**src/verilog/dsci_consts.vh**
```
// Constants for the DDR2 command interface block.
`ifndef DSCI_CONSTS_VH
`define DSCI_CONSTS_VH
// Command codes, RAS/CAS/WE active low, chip select low.
`define DSCI_CMD_ACT      3'h3
`define DSCI_CMD_PRE      3'h2
`define DSCI_CMD_RD       3'h5
`define DSCI_CMD_WR       3'h4
`define DSCI_CMD_REF      3'h1
// Address bit requesting auto precharge or precharge of all banks.
`define DSCI_AP_BIT       10
// Burst lengths in beats.
`define DSCI_BL4          4'h4
`define DSCI_BL8          4'h8
// Largest additive latency in clock cycles.
`define DSCI_AL_MAX       3'h6
// Width of the synchronised pin bundle.
`define DSCI_SYNC_W       41
// Access sequencer states.
`define DSCI_ST_IDLE      2'h0
`define DSCI_ST_WAIT      2'h1
`define DSCI_ST_BURST     2'h2
// Number of banks and data storage words.
`define DSCI_BANKS        4
`define DSCI_WORDS        8
`endif

```
**src/verilog/dsci_top.v**
```verilog
// Device-side command decoder, bank tracker and burst engine for DDR2.
`timescale 1ns/1ps
`include "dsci_consts.vh"

// Operation
// [RULE1] Sample control and address when CK rises and CK# falls.
// [RULE2] Read data beats advance on both CK crossing directions.
// [RULE3] Data strobes travel with data in both directions.
// [RULE4] Controller multiplexes row and column over one address bus.
// [RULE5] Controller activates a row before reading or writing that bank.
// [RULE6] Bursts are four or eight beats from the addressed column.
// [RULE7] Sequential or interleaved column order inside a burst.
// [RULE8] Auto precharge closes the row when the burst ends.
// [RULE9] Additive latency zero to six cycles posts read and write.
// [RULE10] Write latency is read latency minus one.
// [RULE11] CKE low suspends clock next cycle, freezing outputs and burst.
// [RULE12] CKE low with all banks idle enters power-down or self refresh.
// [RULE13] Bank address bits select the bank of each command.
// [RULE14] Four banks each hold their own open row.
// [RULE15] Controller refreshes 8192 times within each 64 ms.
// [RULE16] Chip select high masks all commands.
// [RULE17] RAS low CAS high: WE high activates, WE low precharges.
// [RULE18] Column from A0-A8, A10 auto precharge, row from A0-A12; the code takes the column from A0-A2 only.
// [RULE19] No decoding while suspended; resume one cycle after CKE high.
module dsci_top (
   // Clock, reset and clock enable.
   input  wire        sys_clk_i,
   input  wire        resetn_i,
   input  wire        ce_i,
   // Memory link pins.
   input  wire        ck_i,
   input  wire        ck_n_i,
   input  wire        cke_i,
   input  wire        cs_n_i,
   input  wire        ras_n_i,
   input  wire        cas_n_i,
   input  wire        we_n_i,
   input  wire [1:0]  ba_i,
   input  wire [12:0] addr_i,
   input  wire [1:0]  dm_i,
   input  wire [15:0] dq_i,
   output reg  [15:0] dq_o,
   output reg         dq_oe_o,
   input  wire [1:0]  dqs_i,
   output reg  [1:0]  dqs_o,
   output reg  [1:0]  dqs_n_o,
   output reg         dqs_oe_o,
   // Configuration.
   input  wire        burst8_i,
   input  wire        interleave_i,
   input  wire [2:0]  add_lat_i,
   input  wire [2:0]  cas_lat_i,
   // Status.
   output reg  [3:0]  bank_open_o,
   output reg         suspended_o,
   output reg         pdown_o,
   output reg         sref_o
);

   // Pin synchroniser and sampled copies.
   reg  [`DSCI_SYNC_W-1:0] meta_reg;
   reg  [`DSCI_SYNC_W-1:0] sync_reg;
   reg         ckx_prev_reg;
   reg         dqs_prev_reg;
   reg         cke_q_reg;
   reg  [1:0]  state_reg;
   reg  [3:0]  lat_reg;
   reg  [3:0]  beat_reg;
   reg         is_rd_reg;
   reg         ap_reg;
   reg  [1:0]  bank_reg;
   reg  [2:0]  col_reg;
   reg  [15:0] mem_reg [0:`DSCI_WORDS-1];
   reg  [3:0]  bank_open_reg;
   reg  [12:0] row_reg [0:`DSCI_BANKS-1];

   wire [15:0] s_dq    = sync_reg[15:0];
   wire [1:0]  s_dm    = sync_reg[17:16];
   wire        s_dqs   = sync_reg[18];
   wire [12:0] s_addr  = sync_reg[31:19];
   wire [1:0]  s_ba    = sync_reg[33:32];
   wire [2:0]  s_cmd   = sync_reg[36:34];
   wire        s_cs_n  = sync_reg[37];
   wire        s_cke   = sync_reg[38];
   wire        s_ckx   = sync_reg[39] & ~sync_reg[40];

   // Crossing point detection on the differential pair.
   // [RULE1] crossing point sampling
   wire ck_rise = ce_i & s_ckx & ~ckx_prev_reg;
   wire ck_fall = ce_i & ~s_ckx & ckx_prev_reg;
   wire dqs_edg = ce_i & (s_dqs ^ dqs_prev_reg);
   wire run     = cke_q_reg;
   wire [3:0] blen = burst8_i ? `DSCI_BL8 : `DSCI_BL4;
   wire [2:0] al   = (add_lat_i > `DSCI_AL_MAX) ? `DSCI_AL_MAX : add_lat_i;
   wire [3:0] rl   = {1'b0, al} + {1'b0, cas_lat_i};
   wire [3:0] wl   = rl - 4'h1;
   wire       cmd_ok = ck_rise & run & ~s_cs_n;
   wire       last   = (beat_reg == blen - 4'h1);

   // Column order inside a burst, sequential wraps inside the burst block.
   wire [2:0] seq8 = col_reg + beat_reg[2:0];
   wire [2:0] seq4 = {col_reg[2], col_reg[1:0] + beat_reg[1:0]};
   wire [2:0] word = interleave_i ? (col_reg ^ beat_reg[2:0]) :
                     (burst8_i ? seq8 : seq4);

   // Two-flop synchroniser for every pin input except dqs_i[1].
   always @(posedge sys_clk_i) begin
      if (!resetn_i) begin
         meta_reg <= {`DSCI_SYNC_W{1'b0}};
         sync_reg <= {`DSCI_SYNC_W{1'b0}};
      end else if (ce_i) begin
         meta_reg <= {ck_n_i, ck_i, cke_i, cs_n_i, ras_n_i, cas_n_i,
                      we_n_i, ba_i, addr_i, dqs_i[0], dm_i, dq_i};
         sync_reg <= meta_reg;
      end
   end

   // Edge history and clock enable capture at each rising crossing.
   always @(posedge sys_clk_i) begin
      if (!resetn_i) begin
         ckx_prev_reg <= 1'b0;
         dqs_prev_reg <= 1'b0;
         cke_q_reg    <= 1'b0;
         suspended_o  <= 1'b1;
      end else if (ce_i) begin
         ckx_prev_reg <= s_ckx;
         dqs_prev_reg <= s_dqs;
         // [RULE11] [RULE19] suspend after CKE low
         if (ck_rise) begin
            cke_q_reg   <= s_cke;
            suspended_o <= ~s_cke;
         end
      end
   end

   // Power-down and self-refresh entry and exit.
   always @(posedge sys_clk_i) begin
      if (!resetn_i) begin
         pdown_o <= 1'b0;
         sref_o  <= 1'b0;
      end else if (ck_rise) begin
         // [RULE12] idle entry selection
         if (run && !s_cke && bank_open_reg == 4'h0 &&
             state_reg == `DSCI_ST_IDLE) begin
            if (!s_cs_n && s_cmd == `DSCI_CMD_REF)
               sref_o <= 1'b1;
            else
               pdown_o <= 1'b1;
         end else if (s_cke) begin
            pdown_o <= 1'b0;
            sref_o  <= 1'b0;
         end
      end
   end

   // Per-bank open flag and row, one copy per bank.
   genvar b;
   generate
      for (b = 0; b < `DSCI_BANKS; b = b + 1) begin : g_bank
         wire sel = (s_ba == b);
         wire apc = ck_rise & run & (state_reg == `DSCI_ST_BURST) &
                    (beat_reg == blen) & is_rd_reg & ap_reg &
                    (bank_reg == b);
         wire apw = dqs_edg & run & (state_reg == `DSCI_ST_BURST) & last &
                    ~is_rd_reg & ap_reg & (bank_reg == b);
         always @(posedge sys_clk_i) begin
            if (!resetn_i) begin
               bank_open_reg[b] <= 1'b0;
               row_reg[b]       <= 13'h0000;
            // [RULE16] [RULE17] [RULE13] decode activate
            end else if (cmd_ok && s_cmd == `DSCI_CMD_ACT && sel) begin
               bank_open_reg[b] <= 1'b1;
               // [RULE18] [RULE4] full row address
               row_reg[b]       <= s_addr;
            // [RULE14] independent precharge per bank
            end else if (cmd_ok && s_cmd == `DSCI_CMD_PRE &&
                         (sel || s_addr[`DSCI_AP_BIT])) begin
               bank_open_reg[b] <= 1'b0;
            // [RULE8] self-timed close
            end else if (apc || apw) begin
               bank_open_reg[b] <= 1'b0;
            end
         end
      end
   endgenerate

   // Status mirror of the open banks.
   always @(posedge sys_clk_i) begin
      if (!resetn_i)
         bank_open_o <= 4'h0;
      else if (ce_i)
         bank_open_o <= bank_open_reg;
   end

   // Access sequencer: command capture, latency and burst beats.
   always @(posedge sys_clk_i) begin
      if (!resetn_i) begin
         state_reg <= `DSCI_ST_IDLE;
         lat_reg   <= 4'h0;
         beat_reg  <= 4'h0;
         is_rd_reg <= 1'b0;
         ap_reg    <= 1'b0;
         bank_reg  <= 2'h0;
         col_reg   <= 3'h0;
         dq_o      <= 16'h0000;
         dq_oe_o   <= 1'b0;
         dqs_o     <= 2'h0;
         dqs_n_o   <= 2'h3;
         dqs_oe_o  <= 1'b0;
      end else begin
         case (state_reg)
            `DSCI_ST_IDLE: begin
               // [RULE5] only open banks accept access
               if (cmd_ok && (s_cmd == `DSCI_CMD_RD || s_cmd == `DSCI_CMD_WR)
                   && bank_open_reg[s_ba]) begin
                  is_rd_reg <= (s_cmd == `DSCI_CMD_RD);
                  // [RULE18] column and auto precharge
                  ap_reg    <= s_addr[`DSCI_AP_BIT];
                  bank_reg  <= s_ba;
                  col_reg   <= s_addr[2:0];
                  beat_reg  <= 4'h0;
                  // [RULE9] [RULE10] posted latency
                  lat_reg   <= (s_cmd == `DSCI_CMD_RD) ? rl : wl;
                  state_reg <= `DSCI_ST_WAIT;
               end
            end
            `DSCI_ST_WAIT: begin
               if (ck_rise && run) begin
                  lat_reg <= lat_reg - 4'h1;
                  if (lat_reg == 4'h1) begin
                     state_reg <= `DSCI_ST_BURST;
                     // [RULE2] [RULE3] first read beat on rise
                     if (is_rd_reg) begin
                        dq_o     <= mem_reg[word];
                        dq_oe_o  <= 1'b1;
                        dqs_o    <= 2'h3;
                        dqs_n_o  <= 2'h0;
                        dqs_oe_o <= 1'b1;
                        beat_reg <= 4'h1;
                     end
                  end
               end
            end
            `DSCI_ST_BURST: begin
               // [RULE11] beats frozen while suspended
               if (is_rd_reg && (ck_rise || ck_fall) && run) begin
                  // [RULE6] [RULE7] read burst beats
                  if (beat_reg == blen) begin
                     dq_oe_o   <= 1'b0;
                     dqs_oe_o  <= 1'b0;
                     dqs_o     <= 2'h0;
                     dqs_n_o   <= 2'h3;
                     state_reg <= `DSCI_ST_IDLE;
                  end else begin
                     dq_o     <= mem_reg[word];
                     dqs_o    <= {2{ck_rise}};
                     dqs_n_o  <= {2{ck_fall}};
                     beat_reg <= beat_reg + 4'h1;
                  end
               end else if (!is_rd_reg && dqs_edg && run) begin
                  // [RULE3] [RULE6] write beats on strobe edges
                  beat_reg <= beat_reg + 4'h1;
                  if (last)
                     state_reg <= `DSCI_ST_IDLE;
               end
            end
            default: state_reg <= `DSCI_ST_IDLE;
         endcase
      end
   end

   // Write storage, lanes masked by DM.
   genvar w;
   generate
      for (w = 0; w < `DSCI_WORDS; w = w + 1) begin : g_word
         wire wen = dqs_edg & run & (state_reg == `DSCI_ST_BURST) &
                    ~is_rd_reg & (word == w);
         always @(posedge sys_clk_i) begin
            if (!resetn_i) begin
               mem_reg[w] <= 16'h0000;
            end else if (wen) begin
               // [RULE7] ordered column write
               if (!s_dm[0])
                  mem_reg[w][7:0] <= s_dq[7:0];
               if (!s_dm[1])
                  mem_reg[w][15:8] <= s_dq[15:8];
            end
         end
      end
   endgenerate

endmodule // dsci_top
```
**config.mk**
```make
export PLATFORM = sky130hd
export DESIGN_NAME = dsci_top
export DESIGN_NICKNAME = d
export VERILOG_FILES = /design/src/verilog/dsci_top.v
export VERILOG_INCLUDE_DIRS = /design/src /design/src/verilog
export SDC_FILE = /design/constraint.sdc
export NUM_CORES = 1
export LEC_CHECK = 0
export BUFFER_PORTS_ARGS = -buffer_cell sky130_fd_sc_hd__buf_2
export CAP_MARGIN = 20
export CORE_UTILIZATION = 47
export CTS_BUF_LIST = sky130_fd_sc_hd__clkbuf_8
export CTS_CLUSTER_SIZE = 8
export DETAILED_ROUTE_END_ITERATION = 10
export PLACE_DENSITY = 0.77
export SETUP_SLACK_MARGIN = 0.15
export SKIP_CTS_REPAIR_TIMING = 1
export SLEW_MARGIN = 30
export SYNTH_ARGS = -nofsm -noshare
export SYNTH_HDL_FRONTEND = slang
export SYNTH_SLANG_ARGS = --single-unit
```
**constraint.sdc**
```tcl
create_clock -name sys_clk_i -period 3.8 [get_ports sys_clk_i]
set_input_delay 0.76 -clock sys_clk_i [delete_from_list [all_inputs] [get_ports sys_clk_i]]
set_output_delay 0.76 -clock sys_clk_i [all_outputs]
set_load 0.01 [all_outputs]
```
Word level (Yosys, flattened, before mapping)
Memory sizes are Yosys's and may differ from the RTL's. Index checks and enable logic that the tools add are counted.

Add/sub/neg operators: 7. $lt $le $gt $ge: 2. Equal/unequal tests: 36. Mux-type cells: 134. Bitwise gates (word level): 58. Reductions and logical operators: 57.

Operators by type and width (number): two-way mux 8 bit (16); two-way mux 16 bit (5); two-way mux 1 bit (74); two-way mux 4 bit (11); bitwise AND 1 bit (34); two-way mux 2 bit (17); one-hot mux 16 bit (2 select lines) (1); logical AND 1 bit (21); equality test 3 bit (second input constant) (6); AND reduction 6 bit (3); bitwise OR 1 bit (16); nonzero test 3 bit (5); equality test 3 x 2 -> 1 bit (second input constant) (4); one-hot mux 4 bit (3 select lines) (1); subtractor 4 x 1 -> 4 bit (second input constant) (3); equality test 2 bit (second input constant) (5); logical OR 1 bit (10); inequality test 2 bit (second input constant) (5); two-way mux 3 bit (3); AND reduction 3 bit (3); equality test 4 bit (2); inequality test 2 x 1 -> 1 bit (second input constant) (4); one-hot mux 2 bit (2 select lines) (2); one-hot mux 4 bit (2 select lines) (1); other kinds (26) (42).

Register bits: 134. Bits in writable memories: 128. Input bits: 53. Output and inout port bits: 29. Word-level logic and storage cells: 319. Memories kept: 1.

Memories: mem_reg (words 8, bits a word 16, rd ports 1, clocked after memory_dff 0, wr ports 8, line dsci_top.v:73) `` reg [15:0] mem_reg [0:`DSCI_WORDS-1]; ``.

Depth between registers and ports, before layout
Gate-level depths: netlist (run 1).

Depth in word-level cells: 14. Mapped depth: 10. Gate-level depth less buffers: 9.

Worst setup path after synthesis (run 1)
Ideal clock, no wire load.

Path type: in2reg. From: in burst8_i. To: mem mem_reg[1][0], enable pin. Setup time: 387 ps. Arrival time: 2604 ps. Setup slack: 810 ps. Cell stages on the path: 6. Path through: nor2b_1 -> o21a_1 -> nor3_4 -> buf_2 -> nor2_1 -> o31ai_1.

RTL lines: from (decl) (line dsci_top.v:49) `input wire burst8_i,`; to (decl) (line dsci_top.v:73).

==> impl_metrics.ini, run 1 <==
[run_status]
status = complete, no violations

[cells_and_area]
antennaDiodeCount = 0
fin_nets = 1058
area_growth_pct = 12.6
fillers = 1897
fin_area_um2 = 12500
stdcell_count = 1328
largest_reg_flops = 128
drive_gt1_share_pct = 20.4

[worst_setup_path]
reg2reg_from = beat_reg[0]
critPathSlowestCell = o21ai_1
critPathMaxFanout = 21
critPathBufInv = 1
crit_family = compound AO/OA/AOI/OAI gates
max_stage_delay_ns = 0.61
cp_cell_sequence = ha_2, fa_1, nor2b_1, o21a_1, nor3_4, buf_4, or3_1, o21ai_1
worstPathRequired_ns = 3.95
end_kind = flop
critPathLaunch = beat_reg[0]
critPathLaunchType = flop
path_class = flop to flop
arrival_ns = 3.20

[grt]
grt_max_degree = 99
grt_overflow = 0
antenna_found_initial = 1
grt_pass1_vias = 6970
grt_util_all_layers_pct = 19.0
grt_pass1_wl_um = 36500

[logic_synthesis]
ys_top_cells_by_area = edfxtp_1 35%, dfxtp_1 21%, mux2i_1 7.4%
synth_cell_types = 65
yosys_warnings = 0
async_flop_share_pct = 0
synth_edf_count = 128
yosysTopAreaCell = edfxtp_1
netlist_top_cells_count = 131 x and2_1, 128 x edfxtp_1, 114 x dfxtp_1
syn_inst = 914
ys_seq_area_share_pct = 55.2
avgSynthCellArea_um2 = 12.1
ys_ff_latch = 242
yosysMostFrequentCell = and2_1
syn-num-nets = 983
synth_top_area_share_pct = 34.6
netlist_area_um2 = 11100
synthFlopType = edfxtp_1

[power_and_ir_drop]
pwr-share-seq_pct = 54.9
p_switching_w = 0.00116
p_clk_share_pct = 40.4
max-vdd-ir-drop_v = 0.000240
p_per_area_nw_per_um2 = 423
power_frac_comb_pct = 4.7
netSwitchingFraction_pct = 21.9
power_w = 0.00529
power.internal_w = 0.00413
power_leakage_nw = 4.78

[routing]
antenna_left = 0
vias = 7189
met2RoutedLength_um = 10500
firstDrtPassIters = 4
wl_met1_um = 10300
routed_wl_um = 22400
post_drt_wl_per_cell_um = 16.9
routed-wl-met3_um = 1280
avgViaCountPerCell = 5.41
top_layer = met4
drc = 0
drtIter0Drc = 514

[worst_hold_path]
worstHoldStart = dqs_o[0]
hold_class = flop to flop

[floorplanning]
io_pins = 82
die_y_um = 156
die_area_um2 = 24200
row_count = 55
start_util_pct = 48.4
core_um2 = 22900
die_x_um = 156

[sta]
skew_ns = 0.0202
tightestPinTransition_ns = 0.750
finalSetupViolations = 0
drv_slew = 0
min_period_ns = 3.05
finalHoldViolations = 0
hold_ws_ns = 0.464
max-slew-margin-rel_pct = 49.6
fmax_ghz = 0.327
tns_ns = 0
rsz0062_at_grt = no
fin_crit_sh_pct = 80.4

[clocking]
h-tree-depth = 2
cts_root_buffer = clkbuf_8
ctsLongestPathBuffers = 3
cts.sinks = 242
clock_latency_ns = 0.53
cts_made_buffers = 40
cts_tree = done
cts.reportedPaths.clkPinSlew_ns = 0.06

[placement]
place_inst = 1260
hpwl_um = 15500
portBuffers = 71
place_area_um2 = 11800
gp_congestion = 0.822

[flow_run]
max-cap-violations = 0
## power groups by stage
stage               clock (W)  sequential (W)  combinational, W
floorplan                   0         0.00293          0.000176
global placement            0         0.00295          0.000239
detailed placement          0         0.00296          0.000248
CTS                   0.00218         0.00290          0.000250
global route          0.00230         0.00291          0.000271
finish                0.00214         0.00290          0.000247
## routing by layer
metal / up-vias / track usage (%)
met4: 0 / 5.09
met3: 36 / 3.89
met5: - / 0
met2: 179 / 31.0
li1: 3501 / -
met1: 3473 / 25.8
## metrics by stage
stage / setup WS (ns) / utilization, %
2_1_floorplan: 0.810 / -
3_3_place_gp: 0.642 / 51.2
3_5_place_dp: 0.551 / 51.3
4_1_cts: 0.704 / 54.5
5_1_grt: 0.552 / 54.6
6_report: 0.746 / 54.6
## cells by family after synthesis
| kind of cell | share of synthesized area, % |
|---|---|
| buffers and inverters | 3.21 |
| muxes | 14.2 |
| DFF | 55.2 |
| xor gates and xnor gates | 0.631 |
| AOI/OAI and AO/OA | 8.57 |
| adders and majority gates | 1.94 |
| and+or+nand+nor | 16.3 |
## placed cells by master (no fill, tap or decap), types with 21 or more instances in the layout
| cell type | instances |
|---|---|
| buf_4 | 21 |
| a21oi_1 | 28 |
| clkbuf_8 | 43 |
| mux4_2 | 33 |
| edfxtp_1 | 128 |
| inv_1 | 35 |
| nor2_1 | 89 |
| nand2_1 | 28 |
| nand3_1 | 24 |
| o21ai_1 | 21 |
| and2_1 | 131 |
| buf_2 | 70 |
| dfxtp_1 | 114 |
| mux2i_1 | 82 |
## worst reg2reg max path: stages, from the launching register on
cell	delay, ns
dfxtp_1	0.35
ha_2	0.20
fa_1	0.38
nor2b_1	0.12
o21a_1	0.23
nor3_4	0.10
buf_4	0.24
or3_1	0.44
o21ai_1	0.61
## layout make-up
class	count	area [µm²]	area share (%)
Timing Repair Buffer	93	547	4.37
Tap cell	313	392	3.13
Sequential cell	242	6130	49.0
Inverter	17	63.8	0.510
Clock inverter	25	149	1.19
Clock buffer	43	592	4.73
Multi-Input combinational cell	595	4630	37.1
## final timing paths
kind	to	slack, ns	cells after the start
max	mem_reg[4][11]	0.75	8
min	dqs_o[0]	0.46	2
max reg2reg	mem_reg[4][11]	0.75	8
min reg2reg	dqs_o[0]	0.46	2
No activity file was read; power rests on OpenSTA's default activity.
==> inputs of run 2 (changes only) <==
--- a/config.mk
+++ b/config.mk
@@ -6,13 +6,14 @@
 export SDC_FILE = /design/constraint.sdc
 export NUM_CORES = 1
 export LEC_CHECK = 0
+export ABC_AREA = 1
 export BUFFER_PORTS_ARGS = -buffer_cell sky130_fd_sc_hd__buf_2
 export CAP_MARGIN = 20
 export CORE_UTILIZATION = 47
 export CTS_BUF_LIST = sky130_fd_sc_hd__clkbuf_8
 export CTS_CLUSTER_SIZE = 8
 export DETAILED_ROUTE_END_ITERATION = 10
-export PLACE_DENSITY = 0.77
+export PLACE_DENSITY = 0.79
 export SETUP_SLACK_MARGIN = 0.15
 export SKIP_CTS_REPAIR_TIMING = 1
 export SLEW_MARGIN = 30
==> constraint.sdc (replaced) <==
create_clock -name sys_clk_i -period 2.61 [get_ports sys_clk_i]
set_input_delay 0.522 -clock sys_clk_i [delete_from_list [all_inputs] [get_ports sys_clk_i]]
set_output_delay 0.522 -clock sys_clk_i [all_outputs]
set_load 0.01 [all_outputs]
==> impl_metrics.ini, run 2 <==
[cells_and_area]
largest_reg_flops = 128
fin_nets = 1474
antennaDiodeCount = 0
final_util_pct = 56.8
final_cell_mix = 309 x nand2_1, 187 x nor2_1, 128 x edfxtp_1
drive_gt1_share_pct = 20.2
multi_input_area_um2 = 4990
area_growth_pct = 16.8
regArea_um2 = 6130
final_common_cell = nand2_1
fillers = 2003

[logic_synthesis]
synth_edf_count = 128
syn-num-nets = 1383
synth_top_area_share_pct = 33.3
synthFlopType = edfxtp_1
avgSynthCellArea_um2 = 8.79
netlist_top_cells_count = 325 x nand2_1, 189 x nor2_1, 128 x edfxtp_1
netlist_area_um2 = 11500
ys_top_cells_by_area = edfxtp_1 33%, dfxtp_1 20%, nand2_1 11%
yosysTopAreaCell = edfxtp_1
yosysMostFrequentCell = nand2_1
yosys_warnings = 0
ys_ff_latch = 242
synth_cell_types = 40
syn_inst = 1314
ys_seq_area_share_pct = 53.1
async_flop_share_pct = 0

[power_and_ir_drop]
pwr-share-seq_pct = 43.7
p_switching_w = 0.00339
p_per_area_nw_per_um2 = 744
power_frac_comb_pct = 25.7
power_leakage_nw = 5.39
netSwitchingFraction_pct = 33.8
max-vdd-ir-drop_v = 0.000383
p_clk_share_pct = 30.6
power.internal_w = 0.00664

[routing]
antenna_left = 0
vias = 9425
drc = 0
firstDrtPassIters = 5
avgViaCountPerCell = 5.38
post_drt_wl_per_cell_um = 15.5
routed_wl_um = 27100
drtIter0Drc = 761

[sta]
max-slew-margin-rel_pct = 43.5
hold_ws_ns = 0.197
rsz0062_at_grt = no
drv_slew = 0
skew_ns = 0.0190
finalSetupViolations = 0
tightestPinTransition_ns = 0.847
fin_crit_sh_pct = 93.8
min_period_ns = 2.45
fmax_ghz = 0.409
finalHoldViolations = 0

[grt]
globalRouteMet1Util_pct = 29.4
gr-usage-met2_pct = 33.1
grt_max_degree = 96
grt_util_all_layers_pct = 21.1
gr-usage-met3_pct = 3.50
antenna_found_initial = 0
grt_busiest_layer = met2
grt_overflow = 0
grt_pass1_vias = 8909
grt_pass1_wl_um = 43600

[worst_setup_path]
max_stage_delay_ns = 0.50
critPathMaxFanout = 6
crit_family = adder cells
path_class = flop to flop
critPathLaunch = beat_reg[0]
critPathBufInv = 3
end_kind = flop
cp_cell_sequence = ha_4, fa_1, o21ai_4, clkinv_4, nor3_4, buf_6, nand3_4, buf_4, nor3_2
critPathSlowestCell = fa_1
arrival_ns = 2.83
worstPathRequired_ns = 2.99
critPathLaunchType = flop
reg2reg_from = beat_reg[0]

[floorplanning]
die_y_um = 159
start_util_pct = 48.6
die_area_um2 = 25200
core_um2 = 23800
row_count = 56
io_pins = 82
die_x_um = 159

[clocking]
clock_latency_ns = 0.55
cts_tree = done
cts.sinks = 242
cts.reportedPaths.clkPinSlew_ns = 0.06
h-tree-depth = 2
cts_root_buffer = clkbuf_8
ctsLongestPathBuffers = 3
cts_made_buffers = 40

[worst_hold_path]
hold_class = input port to flop
worstHoldStart = dq_i[1]

[placement]
portBuffers = 71
gp_congestion = 0.823
hpwl_um = 17900

[run_status]
status = complete, no violations

[flow_run]
max-cap-violations = 0
==> run 2: cell types whose count changed after synthesis, sizes merged, moves of 17 or more <==
cell / previous run / this run
clkinv: 0 / 17
mux2i: 83 / 0
clkbuf: 30 / 47
inv: 17 / 58
a311oi: 17 / 0
nand3: 24 / 120
and2: 131 / 0
mux4: 33 / 0
nand2: 28 / 329
a21oi: 28 / 68
nor2: 89 / 192
o21ai: 34 / 95
nor3: 3 / 73
==> run 2: power groups by stage <==
stage	Sequential, W	Combinational [W]	Clock, W
floorplan	0.00444	0.00181	0
global placement	0.00445	0.00235	0
detailed placement	0.00446	0.00241	0
CTS	0.00438	0.00242	0.00311
global route	0.00441	0.00289	0.00329
finish	0.00438	0.00258	0.00307
==> run 2: metal layers <==
metal / wire [µm] / vias up
met3: 2450 / 62
li1: - / 4595
met4: 675 / 0
met1: 11400 / 4363
met5: 0 / -
met2: 12600 / 405
==> run 2: through the flow <==
stage	worst slack, ns	setup TNS [ns]	std cells	power [W]	instance area (µm²)
floorplan	0.161	0	1314	0.00625	11600
global placement	0.0416	0	1663	0.00680	12300
detailed placement	-0.0465	-0.321	1663	0.00687	12300
CTS	-0.0705	-0.651	1734	0.00992	13000
global route	0.0663	0	1753	0.0106	13500
finish	0.163	0	1753	0.0100	13500
==> run 2: layout make-up <==
type	instances	area share, %
flip-flops and latches	242	45.5
multi-input cells	924	37.0
repair buffers	122	6.94
clock buffers	45	4.59
well taps	319	2.96
inverters	75	2.17
clock inverters	26	0.863
==> run 2: worst reg2reg max path, stage by stage, from the launching register on <==
cell	delay (ns)
dfxtp_4	0.36
ha_4	0.16
fa_1	0.50
o21ai_4	0.30
clkinv_4	0.13
nor3_4	0.13
buf_6	0.19
nand3_4	0.17
buf_4	0.23
nor3_2	0.13
==> run 2: worst paths after layout <==
path / endpoint / slack (ns) / depth (start not counted)
worst max-delay path: mem_reg[4][3] / 0.16 / 9
worst min-delay path: meta_reg[1] / 0.20 / 3
worst max register to register: mem_reg[4][3] / 0.16 / 9
worst min register to register: col_reg[0] / 0.45 / 2
==> run 2: cells by family after synthesis <==
family,count (synthesis),share of synthesized area (%)
buffers and inverters,148,5.42
AOI/OAI and AO/OA,172,8.00
xor gates and xnor gates,1,0.0759
adders and majority gates,16,1.86
and+or+nand+nor,735,31.6
DFF,242,53.1
